### config.mk
export PLATFORM = sky130hd
export DESIGN_NAME = tac_serial_conv
export DESIGN_NICKNAME = d
export VERILOG_FILES = /design/src/design/tac_pkg.sv /design/src/design/tac_link_if.sv /design/src/design/tac_pin_sync.sv /design/src/design/tac_serial_conv.sv
export SDC_FILE = /design/constraint.sdc
export NUM_CORES = 1
export LEC_CHECK = 0
export BUFFER_PORTS_ARGS = -buffer_cell sky130_fd_sc_hd__buf_2
export CAP_MARGIN = 20
export CORE_MARGIN = 4
export CORE_UTILIZATION = 52
export DETAILED_ROUTE_END_ITERATION = 8
export GPL_ROUTABILITY_DRIVEN = 0
export MAX_ROUTING_LAYER = met4
export PLACE_DENSITY_LB_ADDON = 0.3
export SLEW_MARGIN = 20
export SYNTH_ARGS = -nofsm -noshare
export SYNTH_HDL_FRONTEND = slang
export SYNTH_SLANG_ARGS = --single-unit
### constraint.sdc
create_clock -name clk_sys -period 1.7 [get_ports clk_sys]
set_input_delay 0 -clock clk_sys [delete_from_list [all_inputs] [get_ports clk_sys]]
set_output_delay 0 -clock clk_sys [all_outputs]
set_load 0.05 [all_outputs]
### src/design/tac_pkg.sv
package tac_pkg;

    // ------------------------------------------------------------
    // Result and control byte layout
    // ------------------------------------------------------------
    localparam int RES_FULL = 12;
    localparam logic [3:0] CTRL_LAST = 4'h7;
    localparam logic [3:0] ACQ_FIRST = 4'h4;
    localparam logic [3:0] CH_LAST = 4'h3;
    localparam logic [3:0] LAST_BIT_FULL = 4'hb;
    localparam logic [3:0] LAST_BIT_FAST = 4'h7;
    localparam logic [3:0] BIT_ONE = 4'h1;
    // Positions inside the seven bits that follow the start bit
    localparam int CB_CH_HI = 6;
    localparam int CB_CH_LO = 4;
    localparam int CB_MODE = 3;
    localparam int CB_REF = 2;
    localparam int CB_PD1 = 1;
    localparam int CB_PD0 = 0;

    // ------------------------------------------------------------
    // Values after reset
    // ------------------------------------------------------------
    localparam logic PD0_RESET = 1'b1;
    localparam logic PD1_RESET = 1'b0;
    localparam logic MODE_RESET = 1'b0;
    localparam logic REF_RESET = 1'b1;
    localparam logic [2:0] CH_RESET = 3'h0;
    localparam logic [1:0] STRAP_WAIT = 2'h3;

    typedef enum logic [2:0] {
        TAC_IDLE = 3'b001,
        TAC_BUSY = 3'b010,
        TAC_SHIFT = 3'b100
    } tac_state_t;

endpackage : tac_pkg

### src/design/tac_link_if.sv
`timescale 1ns/100ps
`default_nettype none
interface tac_link_if;
    logic cs_n_lvl;
    logic sclk_lvl;
    logic sclk_rise;
    logic sclk_fall;
    logic din_lvl;

    modport sync (
        output cs_n_lvl,
        output sclk_lvl,
        output sclk_rise,
        output sclk_fall,
        output din_lvl
    );
    modport core (
        input cs_n_lvl,
        input sclk_lvl,
        input sclk_rise,
        input sclk_fall,
        input din_lvl
    );
endinterface : tac_link_if
`default_nettype wire

### src/design/tac_pin_sync.sv
`timescale 1ns/100ps
`default_nettype none
module tac_pin_sync (
    input wire logic clk_sys,
    input wire logic rst,
    input wire logic chip_sel_n,
    input wire logic shift_clock,
    input wire logic serial_in,
    tac_link_if.sync link
);
    // ------------------------------------------------------------
    // Two-stage synchronisers; the third stage only feeds edge finding
    // ------------------------------------------------------------
    logic [2:0] meta_reg;
    logic [2:0] sync_reg;
    logic sclk_prev_reg;

    // No reset: the stages track the pins through reset, so a clock
    // parked high for the strap gives no false edge on release
    always_ff @(posedge clk_sys) begin
        meta_reg <= {serial_in, shift_clock, chip_sel_n};
        sync_reg <= meta_reg;
    end

    always_ff @(posedge clk_sys) begin
        sclk_prev_reg <= sync_reg[1];
    end

    // Din and clock share the same delay, so sampling stays aligned
    assign link.cs_n_lvl = sync_reg[0];
    assign link.sclk_lvl = sync_reg[1];
    assign link.din_lvl = sync_reg[2];
    // Edges are masked while reset holds the core
    assign link.sclk_rise = ~rst & sync_reg[1] & ~sclk_prev_reg;
    assign link.sclk_fall = ~rst & ~sync_reg[1] & sclk_prev_reg;

endmodule : tac_pin_sync
`default_nettype wire

### src/design/tac_serial_conv.sv
`timescale 1ns/100ps
`default_nettype none
module tac_serial_conv (
    input wire logic clk_sys,
    input wire logic rst,
    input wire logic chip_sel_n,
    input wire logic shift_clock,
    input wire logic serial_in,
    input wire logic [tac_pkg::RES_FULL-1:0] adc_code,
    output logic serial_out,
    output logic serial_out_oe,
    output logic busy_out,
    output logic busy_oe,
    output logic [2:0] channel_select,
    output logic sample_acquire,
    output logic adc_powered,
    output logic ref_powered,
    output logic drivers_on,
    output logic bias_high
);
    import tac_pkg::*;

    tac_link_if link ();

    tac_pin_sync u_sync (
        .clk_sys(clk_sys),
        .rst(rst),
        .chip_sel_n(chip_sel_n),
        .shift_clock(shift_clock),
        .serial_in(serial_in),
        .link(link)
    );

    logic cs_high;
    logic acquiring;
    logic converting;
    logic take_byte;
    logic [3:0] rx_cnt_reg;
    logic [5:0] rx_sh_reg;
    logic [6:0] ctrl_reg;
    logic [2:0] acq_ch_reg;
    logic byte_pend_reg;
    tac_state_t state_reg;
    logic busy_reg;
    logic out_reg;
    logic [RES_FULL-1:0] res_sh_reg;
    logic [3:0] out_cnt_reg;
    logic mode_reg;
    logic ref_mode_reg;
    logic pd0_reg;
    logic pd1_reg;
    logic [2:0] conv_ch_reg;
    logic [1:0] strap_cnt_reg;
    logic strap_done_reg;
    logic oe_reg;
    logic adc_pwr_reg;
    logic drv_reg;
    logic acq_out_reg;
    logic [2:0] ch_out_reg;

    assign cs_high = link.cs_n_lvl;
    assign converting = (state_reg != TAC_IDLE);
    assign acquiring = (rx_cnt_reg >= ACQ_FIRST) | byte_pend_reg;
    // Select must be low too, or a deselect edge could reload the settings
    assign take_byte = link.sclk_fall & byte_pend_reg & !cs_high
                       & (state_reg == TAC_IDLE);

    // ------------------------------------------------------------
    // Control byte receiver
    // ------------------------------------------------------------
    // Runs independently of the result shifter so that the next byte
    // can overlap the current result.
    always_ff @(posedge clk_sys) begin
        if (rst || cs_high) begin
            rx_cnt_reg <= 4'h0;
            rx_sh_reg <= 6'h0;
            byte_pend_reg <= 1'b0;
        end else if (link.sclk_rise) begin
            if (rx_cnt_reg == 4'h0) begin
                if (link.din_lvl) begin
                    rx_cnt_reg <= 4'h1;
                end
            end else if (rx_cnt_reg == CTRL_LAST) begin
                rx_cnt_reg <= 4'h0;
                byte_pend_reg <= 1'b1;
            end else begin
                rx_cnt_reg <= rx_cnt_reg + 4'h1;
                rx_sh_reg <= {rx_sh_reg[4:0], link.din_lvl};
            end
        end else if (take_byte) begin
            byte_pend_reg <= 1'b0;
        end
    end

    always_ff @(posedge clk_sys) begin
        if (rst) begin
            ctrl_reg <= 7'h0;
            acq_ch_reg <= CH_RESET;
        end else if (link.sclk_rise && !cs_high) begin
            if (rx_cnt_reg == CTRL_LAST) begin
                ctrl_reg <= {rx_sh_reg, link.din_lvl};
            end
            if (rx_cnt_reg == CH_LAST) begin
                acq_ch_reg <= {rx_sh_reg[1:0], link.din_lvl};
            end
        end
    end

    // ------------------------------------------------------------
    // Conversion sequence and result shifter
    // ------------------------------------------------------------
    always_ff @(posedge clk_sys) begin
        if (rst || cs_high) begin
            state_reg <= TAC_IDLE;
            busy_reg <= 1'b0;
            out_reg <= 1'b0;
            res_sh_reg <= '0;
            out_cnt_reg <= 4'h0;
        end else if (link.sclk_fall) begin
            case (state_reg)
                TAC_IDLE: begin
                    out_reg <= 1'b0;
                    if (byte_pend_reg) begin
                        state_reg <= TAC_BUSY;
                        busy_reg <= 1'b1;
                    end
                end
                TAC_BUSY: begin
                    // Straight binary code passes unchanged, MSB first
                    busy_reg <= 1'b0;
                    out_reg <= adc_code[RES_FULL-1];
                    res_sh_reg <= {adc_code[RES_FULL-2:0], 1'b0};
                    out_cnt_reg <= mode_reg ? LAST_BIT_FAST
                                            : LAST_BIT_FULL;
                    state_reg <= TAC_SHIFT;
                end
                TAC_SHIFT: begin
                    out_reg <= res_sh_reg[RES_FULL-1];
                    res_sh_reg <= {res_sh_reg[RES_FULL-2:0], 1'b0};
                    out_cnt_reg <= out_cnt_reg - 4'h1;
                    if (out_cnt_reg == BIT_ONE) begin
                        state_reg <= TAC_IDLE;
                    end
                end
                default: begin
                    state_reg <= TAC_IDLE;
                    busy_reg <= 1'b0;
                end
            endcase
        end
    end

    // ------------------------------------------------------------
    // Settings taken from the control byte as busy rises
    // ------------------------------------------------------------
    // Chip select does not reset these, so the reference stays as set.
    always_ff @(posedge clk_sys) begin
        if (rst) begin
            mode_reg <= MODE_RESET;
            ref_mode_reg <= REF_RESET;
            pd0_reg <= PD0_RESET;
            pd1_reg <= PD1_RESET;
            conv_ch_reg <= CH_RESET;
        end else if (take_byte) begin
            mode_reg <= ctrl_reg[CB_MODE];
            ref_mode_reg <= ctrl_reg[CB_REF];
            pd0_reg <= ctrl_reg[CB_PD0];
            pd1_reg <= ctrl_reg[CB_PD1];
            conv_ch_reg <= ctrl_reg[CB_CH_HI:CB_CH_LO];
        end else if (strap_cnt_reg == STRAP_WAIT && !strap_done_reg
                     && !cs_high && link.sclk_lvl) begin
            pd0_reg <= 1'b0;
        end
    end

    // ------------------------------------------------------------
    // Power-up strap check
    // ------------------------------------------------------------
    // Waits out the synchroniser so the pins are seen, not reset values.
    always_ff @(posedge clk_sys) begin
        if (rst) begin
            strap_cnt_reg <= 2'h0;
            strap_done_reg <= 1'b0;
        end else if (strap_cnt_reg != STRAP_WAIT) begin
            strap_cnt_reg <= strap_cnt_reg + 2'h1;
        end else begin
            strap_done_reg <= 1'b1;
        end
    end

    // ------------------------------------------------------------
    // Power, drivers and pin enables
    // ------------------------------------------------------------
    always_ff @(posedge clk_sys) begin
        if (rst) begin
            oe_reg <= 1'b0;
            adc_pwr_reg <= 1'b0;
            drv_reg <= 1'b0;
            acq_out_reg <= 1'b0;
            ch_out_reg <= CH_RESET;
        end else begin
            oe_reg <= !cs_high;
            // A paused clock leaves the state alone, so power holds
            adc_pwr_reg <= !cs_high
                           && (pd0_reg || converting || acquiring);
            drv_reg <= !cs_high && (acquiring
                       || (converting && !ref_mode_reg));
            acq_out_reg <= !cs_high && acquiring;
            ch_out_reg <= acquiring ? acq_ch_reg : conv_ch_reg;
        end
    end

    assign serial_out = out_reg;
    assign serial_out_oe = oe_reg;
    assign busy_out = busy_reg;
    assign busy_oe = oe_reg;
    assign channel_select = ch_out_reg;
    assign sample_acquire = acq_out_reg;
    assign adc_powered = adc_pwr_reg;
    assign ref_powered = pd1_reg;
    assign drivers_on = drv_reg;
    assign bias_high = pd0_reg;
endmodule : tac_serial_conv
`default_nettype wire

Word level (Yosys, flattened, before mapping)
Index checks and enable logic that the tools add are counted.
{ "word_totals": {"register_bits": 66, "input_bits": 17, "output_inout_bits": 12, "wordCells": 105} }
{ "classes": {"add_sub_neg": 3, "n_lt_le_gt_ge": 1, "eq_ne": 14, "n_mux": 19, "n_bitwise": 14, "n_reduce_logical": 29} }
{ "op_table": {"columns": ["operator", "n"], "rows": [
  ["12-bit case mux with 2 select lines", 1],
  ["4-bit 2-to-1 mux", 4],
  ["3-bit AND reduction", 4],
  ["2-bit AND reduction", 5],
  ["3-bit 2-to-1 mux", 3],
  ["3-bit case mux with 3 select lines", 1],
  ["1-bit logical AND", 8],
  ["2-bit != test (second input constant)", 4],
  ["4-bit case mux with 2 select lines", 1],
  ["1-bit bitwise AND", 7],
  ["1-bit 2-to-1 mux", 7],
  ["1-bit inverter", 6],
  ["2-bit nonzero test", 3],
  ["4-bit by 1-bit adder with 4-bit output (second input constant)", 1],
  ["4-bit by 1-bit == test with 1-bit output (second input constant)", 1],
  ["4-bit by 2-bit == test with 1-bit output (second input constant)", 1],
  ["4-bit by 3-bit == test with 1-bit output (second input constant)", 1],
  ["4-bit by 3-bit greater-or-equal comparator with 1-bit output (second input constant)", 1],
  ["4-bit logical NOT", 1],
  ["1-bit logical OR", 4],
  ["2-bit by 1-bit != test with 1-bit output (second input constant)", 2],
  ["4-bit by 1-bit subtractor with 4-bit output (second input constant)", 1],
  ["3-bit by 1-bit == test with 1-bit output (second input constant)", 1],
  ["3-bit by 2-bit == test with 1-bit output (second input constant)", 1],
  ["9 further kinds", 11]
]} }

Longest topological paths before layout
Gate-level depths: netlist of run 1.
{ "depth": {"ltp_word": 8, "mapped_depth": 6, "mapped_depth_nobuf": 6} }

Modules after synthesis
A second synthesis of run 1 with hierarchy kept.
{ "unflattened": {"hier_cells": 297, "area_unflattened_um2": 2731.4} }
{ "by_module_without_submodules": {"columns": ["module", "n_inst", "cells_per_inst", "area_per_inst_um2", "seq_area_each_um2"], "rows": [
  ["tac_serial_conv", 1, 288, 2576.2, 1161.1],
  ["tac_pin_sync", 1, 9, 155.1, 140.1]
]} }

Worst setup path after synthesis of run 1
Ideal clock, no wire load.
{ "synth_path": {"path_kind": "flip-flop to flip-flop", "startpoint": "reg state_reg[0]", "endpoint": "reg pd0_reg, in the netlist bias_high", "arrival_time_ns": 1.624, "setup_slack_ns": -0.044, "path_stages_with_launch": 7, "n_path_buf": 2, "synth_period_minus_slack_ns": 1.744, "path_cell_list": "dfxtp_1 -> buf_4 -> or3b_1 -> buf_2 -> nor3_4 -> nor3b_1 -> a211o_1"} }
{ "synth_via": {"elab_chain_cells": 3, "elab_cells_between_ends": 4, "classes_between": "eq/ne (1); mux (1); bitwise (1); reduce/logical (1)"} }
{ "synth_rtl": {"columns": ["element", "line", "rtl"], "rows": [
  ["start, declared", "tac_serial_conv.sv:43", "tac_state_t state_reg;"],
  ["start signal, assigned", "tac_serial_conv.sv:114", "state_reg <= TAC_IDLE;"],
  ["start signal, assigned", "tac_serial_conv.sv:124", "state_reg <= TAC_BUSY;"],
  ["start signal, assigned", "tac_serial_conv.sv:135", "state_reg <= TAC_SHIFT;"],
  ["3-bit by 1-bit == test with 1-bit output *", "tac_serial_conv.sv:66", "& (state_reg == TAC_IDLE);"],
  ["1-bit bitwise AND *", "tac_serial_conv.sv:66", null],
  ["1-bit 2-to-1 mux or 2-bit nonzero test (tied branches)", null, null],
  ["end signal, assigned", "tac_serial_conv.sv:167", "pd0_reg <= ctrl_reg[CB_PD0];"],
  ["end, declared", "tac_serial_conv.sv:50", "logic pd0_reg;"]
]} }
Every way passes the cells marked *; elsewhere a longest branch is shown, timed or not.
A chain may end at the register's enable or synchronous reset.

Final worst setup path of run 1
{ "layout_path": {"startpoint": "in rst", "endpoint": "reg out_cnt_reg[1]"} }
{ "layout_via": {"elab_chain_cells": 4, "elab_cells_between_ends": 5, "classes_between": "bitwise (3); reduce/logical (2)"} }
{ "layout_rtl": {"columns": ["element", "line", "rtl"], "rows": [
  ["start, declared", "tac_serial_conv.sv:5", "input wire logic rst,"],
  ["1-bit inverter", "tac_pin_sync.sv:35", "assign link.sclk_fall = ~rst & ~sync_reg[1] & sclk_prev_reg;"],
  ["1-bit bitwise AND (2 in a row)", "tac_pin_sync.sv:35", null],
  ["2-bit AND reduction (no line)", null, null],
  ["end signal, assigned", "tac_serial_conv.sv:133", "out_cnt_reg <= mode_reg ? LAST_BIT_FAST"],
  ["end signal, assigned", "tac_serial_conv.sv:140", "out_cnt_reg <= out_cnt_reg - 4'h1;"],
  ["end, declared", "tac_serial_conv.sv:47", "logic [3:0] out_cnt_reg;"]
]} }
Several ways; a longest one is shown, not always the timed one.

==> impl_summary.txt, run 1 <==
----------------------------------------------------
[Synth]
  Largest family of logic cells by synthesized area ... simple AND/OR/NAND/NOR gates
  Number of distinct library cells after synthesis ... 49
  Fraction of registers with async set or reset after synthesis ... 0
  Number of enable flip-flop cells after synthesis ... 0
  Proportion of synthesized area in mux cells ... 0.137
  Synth warnings ... 0
  Most area-hungry cell type in the Yosys netlist ... sky130_fd_sc_hd__dfxtp_1
  Simple-gate share of the synthesized area ... 0.202
  Number of nets produced by synthesis ... 298
  Share of synthesized cell area in full adder, half adder and majority cells ... 0.0232
  Post-synthesis sequential area ratio ... 0.482
  Post-synthesis xor/xnor area fraction ... 0.00649
  Synth Register Bits ... 65
  Main flop type after synthesis ... sky130_fd_sc_hd__dfxtp_1
  Leading cell types by total area after synthesis ... sky130_fd_sc_hd__dfxtp_1 (48%), sky130_fd_sc_hd__mux2i_1 (14%), sky130_fd_sc_hd__nor2_1 (6.7%), sky130_fd_sc_hd__a211oi_1 (3.3%), sky130_fd_sc_hd__ha_1 (2.3%)
  Area share of the largest cell type after synthesis ... 0.482
  Count of mapped cells out of synthesis ... 276
  Compound-gate portion of the synthesized area ... 0.108
  Syn Std Cell Area ... 2700 um2
  Syn_area_per_cell ... 9.77 um2

[STA]
  Total setup violations reported at the end of the flow ... 0
  Worst slew margin ... 0.747
  Crit share post-route ... 0.966
  Number of failing hold endpoints at the final stage ... 0
  Time the final worst path needs with I/O delays and setup ... 1.64 ns
  Setup TNS ... 0 ns
  Least setup slack across all paths after layout ... 0.0585 ns
  Top achievable clock speed ... 609 MHz
  Unrepaired setup endpoints after global routing ... no
  Worst hold margin ... 0.0127 ns
  Worst Max-Slew Pin Slew ... 0.377 ns
  Final Skew ... 0.00936 ns
  Number of pins with negative max-slew slack in the final report ... 0

[Worst setup path]
  Crit Path Category ... in -> reg
  Element type at the critical path start ... primary input
  CP Capture Type ... flip-flop
  CP Max Fanout ... 22
  Data arrival time of the critical path ... 1.89 ns
  Data required, critical path ... 1.95 ns

[GRT]
  Remaining Overflow, GRT ... 0
  Vias in the first global route ... 2026
  Maximum number of pins on one net before global-route repair ... 23
  Global-route wire length before repair ... 9290 um
  Total track usage ... 0.194
  Antenna violations before repair ... 0

[Finish]
  Ratio of cells with drive above 1 in the final layout ... 0.241
  Multi-input logic area ... 1330 um2
  Final Cell Area ... 3380 um2
  Leading cell type in the layout, fill and taps excluded ... sky130_fd_sc_hd__dfxtp_1
  Number of fill cells ... 400
  Max FFs per register ... 11
  Final nets ... 353
  Ant. Diodes ... 0
  Register area ... 1300 um2
  Top library cells by usage in the layout, fill and taps aside ... sky130_fd_sc_hd__dfxtp_1 (63), sky130_fd_sc_hd__nor2_1 (48), sky130_fd_sc_hd__mux2i_1 (36)
  Layout overhead on the synthesized area ... 25.3%

[Place]
  Worst slack at placement ... 0.0471 ns
  Final HPWL from detailed placement ... 3670 um
  Number of buffers added on ports ... 28
  Cell area after placement ... 3000 um2

[Pwr]
  Largest voltage drop on the vdd net ... 0.784 mV
  Total power per unit cell area ... 901 nW/um2
  Static leakage power ... 0.00141 uW

[Routing]
  Routed length per placed instance ... 13.4 um
  1st-pass router iterations ... 4
  # DRC ... 0
  Post-route ant nets ... 0
  DR vias/cell ... 5.25
  Routed wire length ... 5390 um
  Starting DRC count in detailed routing ... 68
  Via total after detailed routing ... 2115

[Clocking]
  Max H-tree Level ... 3
  CTS root buf ... sky130_fd_sc_hd__clkbuf_8
  Number of setup buffers added after CTS ... 0
  Worst-Skew Late Latency ... 0.35 ns
  Clock-pin slew of the registers on the worst-case setup and hold paths ... 0.07 ns
  Clock tree from TritonCTS ... done
  Sinks on Clock Net ... 65
  Maximum number of buffers from clock root to sink ... 2
  Number of buffers inserted during clock tree synthesis ... 9

[Run]
  # Max-Cap Violations ... 0

[Floorplanning]
  DIE AREA ... 6400 um2
  Horizontal die dimension ... 80.0 um
  Die outline height ... 80.0 um
  Placeable core region ... 4880 um2
  Number of I/O pins ... 29
  Effective utilization at floorplan ... 0.553
  # rows ... 25

[Hold path]
  Hold Crit Class ... in -> reg

[Run status]
  Status ... completed

----------------------------------------------------
==> metrics by stage <==
step	util	cells	total power, uW
after floorplan	-	276	1690
after global placement	0.616	374	1740
after detailed placement	0.616	374	1740
after CTS	0.683	403	3090
after global routing	0.693	403	3200
final	0.693	403	3050
==> power breakdown <==
group | switching, uW | leakage [uW] | total, uW | internal [uW]
clock network | 625 | 0.0000966 | 1310 | 688
logic | 87.3 | 0.000783 | 166 | 79.0
registers | 16.6 | 0.000528 | 1570 | 1550
==> worst paths after layout <==
check,startpoint,end,slack (ns),cells past startpoint
hold reg to reg,u_sync.meta_reg[2]$_DFF_P_,u_sync.sync_reg[2]$_DFF_P_,0.33,0
hold / removal,adc_code[9],res_sh_reg[10]$_SDFFE_PP0P_,0.01,3
setup / recovery,rst,out_cnt_reg[1]$_SDFFE_PP0P_,0.06,7
setup reg to reg,state_reg[0]$_SDFFE_PP1P_,out_cnt_reg[1]$_SDFFE_PP0P_,0.09,5
==> per-layer routing <==
layer | wire length, um | vias to the layer above | track usage | part of all wire
li1 | - | 1091 | - | -
met1 | 2450 | 991 | 0.224 | 0.45
met2 | 2650 | 25 | 0.308 | 0.49
met3 | 216 | 8 | 0.0756 | 0.040
met4 | 72 | 0 | 0.0659 | 0.013
met5 | 0 | - | - | 0
==> cell usage after synthesis, drive strengths merged (2+ instances only) <==
| master | instances |
|---|---|
| a211o | 2 |
| a211oi | 12 |
| a21oi | 11 |
| a311oi | 2 |
| a31oi | 3 |
| buf | 9 |
| clkbuf | 8 |
| dfxtp | 65 |
| ha | 5 |
| inv | 8 |
| mux2i | 37 |
| nand2 | 8 |
| nand3 | 4 |
| nand3b | 4 |
| nand4 | 3 |
| nor2 | 49 |
| nor2b | 5 |
| nor3 | 6 |
| nor3b | 6 |
| o21ai | 5 |
| or3b | 4 |
==> worst max-delay path: stages <==
cell	delay, ns
sky130_fd_sc_hd__dlygate4sd3_1	0.53
sky130_fd_sc_hd__buf_2	0.18
sky130_fd_sc_hd__or4b_4	0.56
sky130_fd_sc_hd__nor2_4	0.14
sky130_fd_sc_hd__buf_12	0.16
sky130_fd_sc_hd__nor2_1	0.05
sky130_fd_sc_hd__a311oi_1	0.25
==> layout make-up <==
class,instances,share of cell area
multi-input cells,186,0.393
flip-flops and latches,65,0.386
repair buffers,61,0.128
clock buffers,9,0.0366
well taps,67,0.0248
clock inverters,7,0.0226
inverters,8,0.00888
==> kinds of logic after synthesis <==
group           count (synthesis)
simple gates                   99
flops                          65
compound gates                 43
mux                            37
buf+inv                        25
fa+ha+maj                       5
xor+xnor                        2
==> timing repair <==
item                                    4_1_cts  5_1_grt
endpoints found under the setup margin        0       11
hold endpoints to repair                     14        0
resized for setup                             0       11
hold buffers                                 13        0
(Power assumes the default switching activity.)
==> run 2, diff against run 1 <==
Settings changed: CORE_MARGIN 4 to unset, MAX_ROUTING_LAYER met4 to unset, SYNTH_HIERARCHICAL set to 1.
==> run 2 against run 1 <==
Against the previous run:
- non-clock buffer count up 5
- sequential cell count unchanged
- clock skew down 0.0045 ns
- via count up 6.1%
- critical endpoint is now res_sh_reg[9]$_SDFFE_PP0P_
==> impl_summary.txt, run 2 <==
----------------------------------------------------
[Synth]
  Number of distinct library cells after synthesis ... 48 (-2.0%)
  Area share of the largest cell type after synthesis ... 0.476 (-0.00597)
  Syn Std Cell Area ... 2730 um2 (+1.3%)
  Main flop type after synthesis ... sky130_fd_sc_hd__dfxtp_1
  Share of synthesized cell area in full adder, half adder and majority cells ... 0.0229 (-0.000287)
  Most area-hungry cell type in the Yosys netlist ... sky130_fd_sc_hd__dfxtp_1
  Largest family of logic cells by synthesized area ... simple AND/OR/NAND/NOR gates
  Post-synthesis xor/xnor area fraction ... 0.00321 (-0.00329)
  Synth warnings ... 6 (+6)
  Post-synthesis sequential area ratio ... 0.476 (-0.00597)
  Simple-gate share of the synthesized area ... 0.189 (-0.0126)
  Top-count cell post-synth ... sky130_fd_sc_hd__dfxtp_1
  Number of enable flip-flop cells after synthesis ... 0 (unchanged)
  Count of mapped cells out of synthesis ... 297 (+7.6%)
  Fraction of registers with async set or reset after synthesis ... 0 (unchanged)
  Leading cell types by total area after synthesis ... sky130_fd_sc_hd__dfxtp_1 (48%), sky130_fd_sc_hd__mux2i_1 (9.9%), sky130_fd_sc_hd__nor2_1 (6.6%), sky130_fd_sc_hd__o21ai_0 (3.5%), sky130_fd_sc_hd__a311oi_1 (3.2%)
  Compound-gate portion of the synthesized area ... 0.157 (+0.0486)
  Syn_area_per_cell ... 9.20 um2 (-5.9%)
  Synth Register Bits ... 65 (unchanged)
  Number of nets produced by synthesis ... 319 (+7.0%)
  Most numerous cell types in the synthesized netlist ... sky130_fd_sc_hd__dfxtp_1 (65), sky130_fd_sc_hd__nor2_1 (48), sky130_fd_sc_hd__mux2i_1 (27)
  Proportion of synthesized area in mux cells ... 0.0989 (-0.0383)

[Place]
  Number of buffers added on ports ... 28 (unchanged)
  Final HPWL from detailed placement ... 3560 um (-3.0%)
  Worst slack at placement ... 0.0162 ns (-0.0308 ns)
  Cell total after placement ... 393 (+5.1%)

[Routing]
  Routed wire length ... 5510 um (+2.1%)
  1st-pass router iterations ... 5 (+1)
  # DRC ... 0 (unchanged)
  DR vias/cell ... 5.23 (-0.29%)
  Routed length per placed instance ... 12.8 um (-4.1%)
  Post-route ant nets ... 0 (unchanged)
  Via total after detailed routing ... 2245 (+6.1%)
  Starting DRC count in detailed routing ... 105 (+54%)

[STA]
  Time the final worst path needs with I/O delays and setup ... 1.64 ns (-0.00238 ns)
  Final Skew ... 0.00482 ns (-0.00454 ns)
  Worst Max-Slew Pin Slew ... 0.398 ns (+0.0219 ns)
  Worst slew margin ... 0.734 (-0.0127)
  Top achievable clock speed ... 610 MHz (+0.15%)
  Total setup violations reported at the end of the flow ... 0 (unchanged)
  Unrepaired setup endpoints after global routing ... yes
  Least setup slack across all paths after layout ... 0.0609 ns (+0.00238 ns)
  Worst hold margin ... 0.0419 ns (+0.0292 ns)
  Number of failing hold endpoints at the final stage ... 0 (unchanged)
  Number of pins with negative max-slew slack in the final report ... 0 (unchanged)
  Setup TNS ... 0 ns (unchanged)
  Crit share post-route ... 0.964 (-0.00140)

[Worst setup path]
  CP Capture Type ... flip-flop
  Critical path's largest stage delay ... 0.33 ns (-0.23 ns)
  Critical Path, Cell by Cell ... nor3b_2, buf_6, or2b_1, a21oi_4, buf_12, nor2_1, a311oi_1
  Logic depth of the worst register-to-register path ... 7 (+2)
  CP Max Fanout ... 10 (-55%)
  Data required, critical path ... 1.94 ns (about the same)
  Crit Path Category ... reg -> reg
  CP max-delay cell ... sky130_fd_sc_hd__dfxtp_1
  Data arrival time of the critical path ... 1.88 ns (about the same)
  Element type at the critical path start ... flip-flop

[GRT]
  Total track usage ... 0.220 (+0.0255)
  Global-route wire length before repair ... 9110 um (-1.9%)
  Maximum number of pins on one net before global-route repair ... 21 (-8.7%)
  Vias in the first global route ... 2111 (+4.2%)
  Remaining Overflow, GRT ... 0 (unchanged)
  Antenna violations before repair ... 0 (unchanged)

[Floorplanning]
  Horizontal die dimension ... 74.5 um (-6.9%)
  Number of I/O pins ... 29 (unchanged)
  Effective utilization at floorplan ... 0.538 (-0.0146)
  Placeable core region ... 5070 um2 (+4.0%)
  Die outline height ... 74.5 um (-6.9%)
  # rows ... 26 (+4.0%)
  DIE AREA ... 5550 um2 (-13%)

[Clocking]
  Sinks on Clock Net ... 65 (unchanged)
  Worst-Skew Late Latency ... 0.34 ns (about the same)
  Max H-tree Level ... 3 (unchanged)
  Clock-pin slew of the registers on the worst-case setup and hold paths ... 0.07 ns (about the same)
  CTS root buf ... sky130_fd_sc_hd__clkbuf_8
  Maximum number of buffers from clock root to sink ... 2 (unchanged)
  Number of buffers inserted during clock tree synthesis ... 9 (unchanged)
  Clock tree from TritonCTS ... done

[Finish]
  Ratio of cells with drive above 1 in the final layout ... 0.228 (-0.0127)
  Final Instance Count excl. Fillers ... 429 (+6.5%)
  Ant. Diodes ... 0 (unchanged)
  Layout overhead on the synthesized area ... 25.0%
  Multi-input logic area ... 1310 um2 (-1.3%)
  End-of-flow core utilization ... 0.673 (-0.0200)
  Max FFs per register ... 11 (unchanged)
  Register area ... 1300 um2 (about the same)
  Leading cell type in the layout, fill and taps excluded ... sky130_fd_sc_hd__dfxtp_1
  Top library cells by usage in the layout, fill and taps aside ... sky130_fd_sc_hd__dfxtp_1 (64), sky130_fd_sc_hd__nor2_1 (48), sky130_fd_sc_hd__buf_2 (28)
  Final nets ... 376 (+6.5%)
  Number of fill cells ... 424 (+6.0%)

[Run]
  # Max-Cap Violations ... 0 (unchanged)

[Run status]
  Status ... completed

[Hold path]
  Hold Crit Class ... in -> reg
  Min-Delay Path Depth ... 3 (unchanged)

[Pwr]
  Static leakage power ... 0.00141 uW (+0.26%)
  Total power per unit cell area ... 837 nW/um2 (-7.0%)
  Largest voltage drop on the vdd net ... 0.789 mV (+0.59%)

----------------------------------------------------
## run 2: cell count changes after synthesis, sizes merged, moves of 4 or more
cell / previous run / this run
a211oi: 12 / 2
a21oi: 11 / 17
a311oi: 2 / 10
mux2i: 37 / 27
nand2: 8 / 22
nand2b: 1 / 5
nor3: 6 / 2
o21ai: 5 / 21
## run 2: cells by family after synthesis
| logic type | after synthesis |
|---|---|
| AOI/OAI and AO/OA | 67 |
| muxes | 27 |
| xor gates and xnor gates | 1 |
| DFF | 65 |
| adders and majority gates | 5 |
| buffers and inverters | 29 |
| and+or+nand+nor | 103 |
## run 2: what timing repair did
item,4_1_cts,5_1_grt
hold endpoints to repair,18,0
resized for setup,1,4
setup endpoints to repair,1,12
hold buffers,14,0
setup buffers,0,5
gates cloned,0,1
pin swaps,0,3
## run 2: worst max-delay path, delay by kind of cell, from the launching register on
kind | cells | cell delay [ns]
flip-flops | 1 | 0.33
AND/OR/NAND/NOR | 3 | 0.50
AO/OA/AOI/OAI | 2 | 0.41
buffers and inverters | 2 | 0.30
## run 2: layout make-up
class | instances | share of cell area
clock inverter | 6 | 0.0128
timing repair buffer | 66 | 0.148
sequential | 65 | 0.381
multi-input combinational | 203 | 0.384
clock buffer | 10 | 0.0374
tap | 70 | 0.0257
inverter | 9 | 0.00989
## run 2: stage by stage
stage          total power [uW]  instance area, um2
2_1_floorplan              1680                2740
3_3_place_gp               1720                3020
3_5_place_dp               1720                3020
4_1_cts                    2890                3330
5_1_grt                    2970                3410
6_report                   2860                3410
## run 2: worst paths after layout
check,startpoint,to,slack [ns]
min reg2reg,u_sync/meta_reg[2]$_DFF_P_,u_sync/sync_reg[2]$_DFF_P_,0.33
max reg2reg,u_sync/sync_reg[1]$_DFF_P_,res_sh_reg[9]$_SDFFE_PP0P_,0.06
min,adc_code[11],serial_out$_SDFFE_PP0P_,0.04
max,u_sync/sync_reg[1]$_DFF_P_,res_sh_reg[9]$_SDFFE_PP0P_,0.06
## run 2: power by group
group	internal, uW	switching (uW)	leakage, uW
Clock	533	607	0.0000866
Sequential	1550	16.3	0.000527
Combinational	76.1	77.9	0.000797
## run 2: per-layer routing
metal | track usage | wire length, um | up-vias
met5 | 0 | 0 | -
met4 | 0.0901 | 74 | 0
met3 | 0.0908 | 228 | 7
met2 | 0.370 | 2740 | 43
met1 | 0.245 | 2460 | 1038
li1 | - | - | 1157
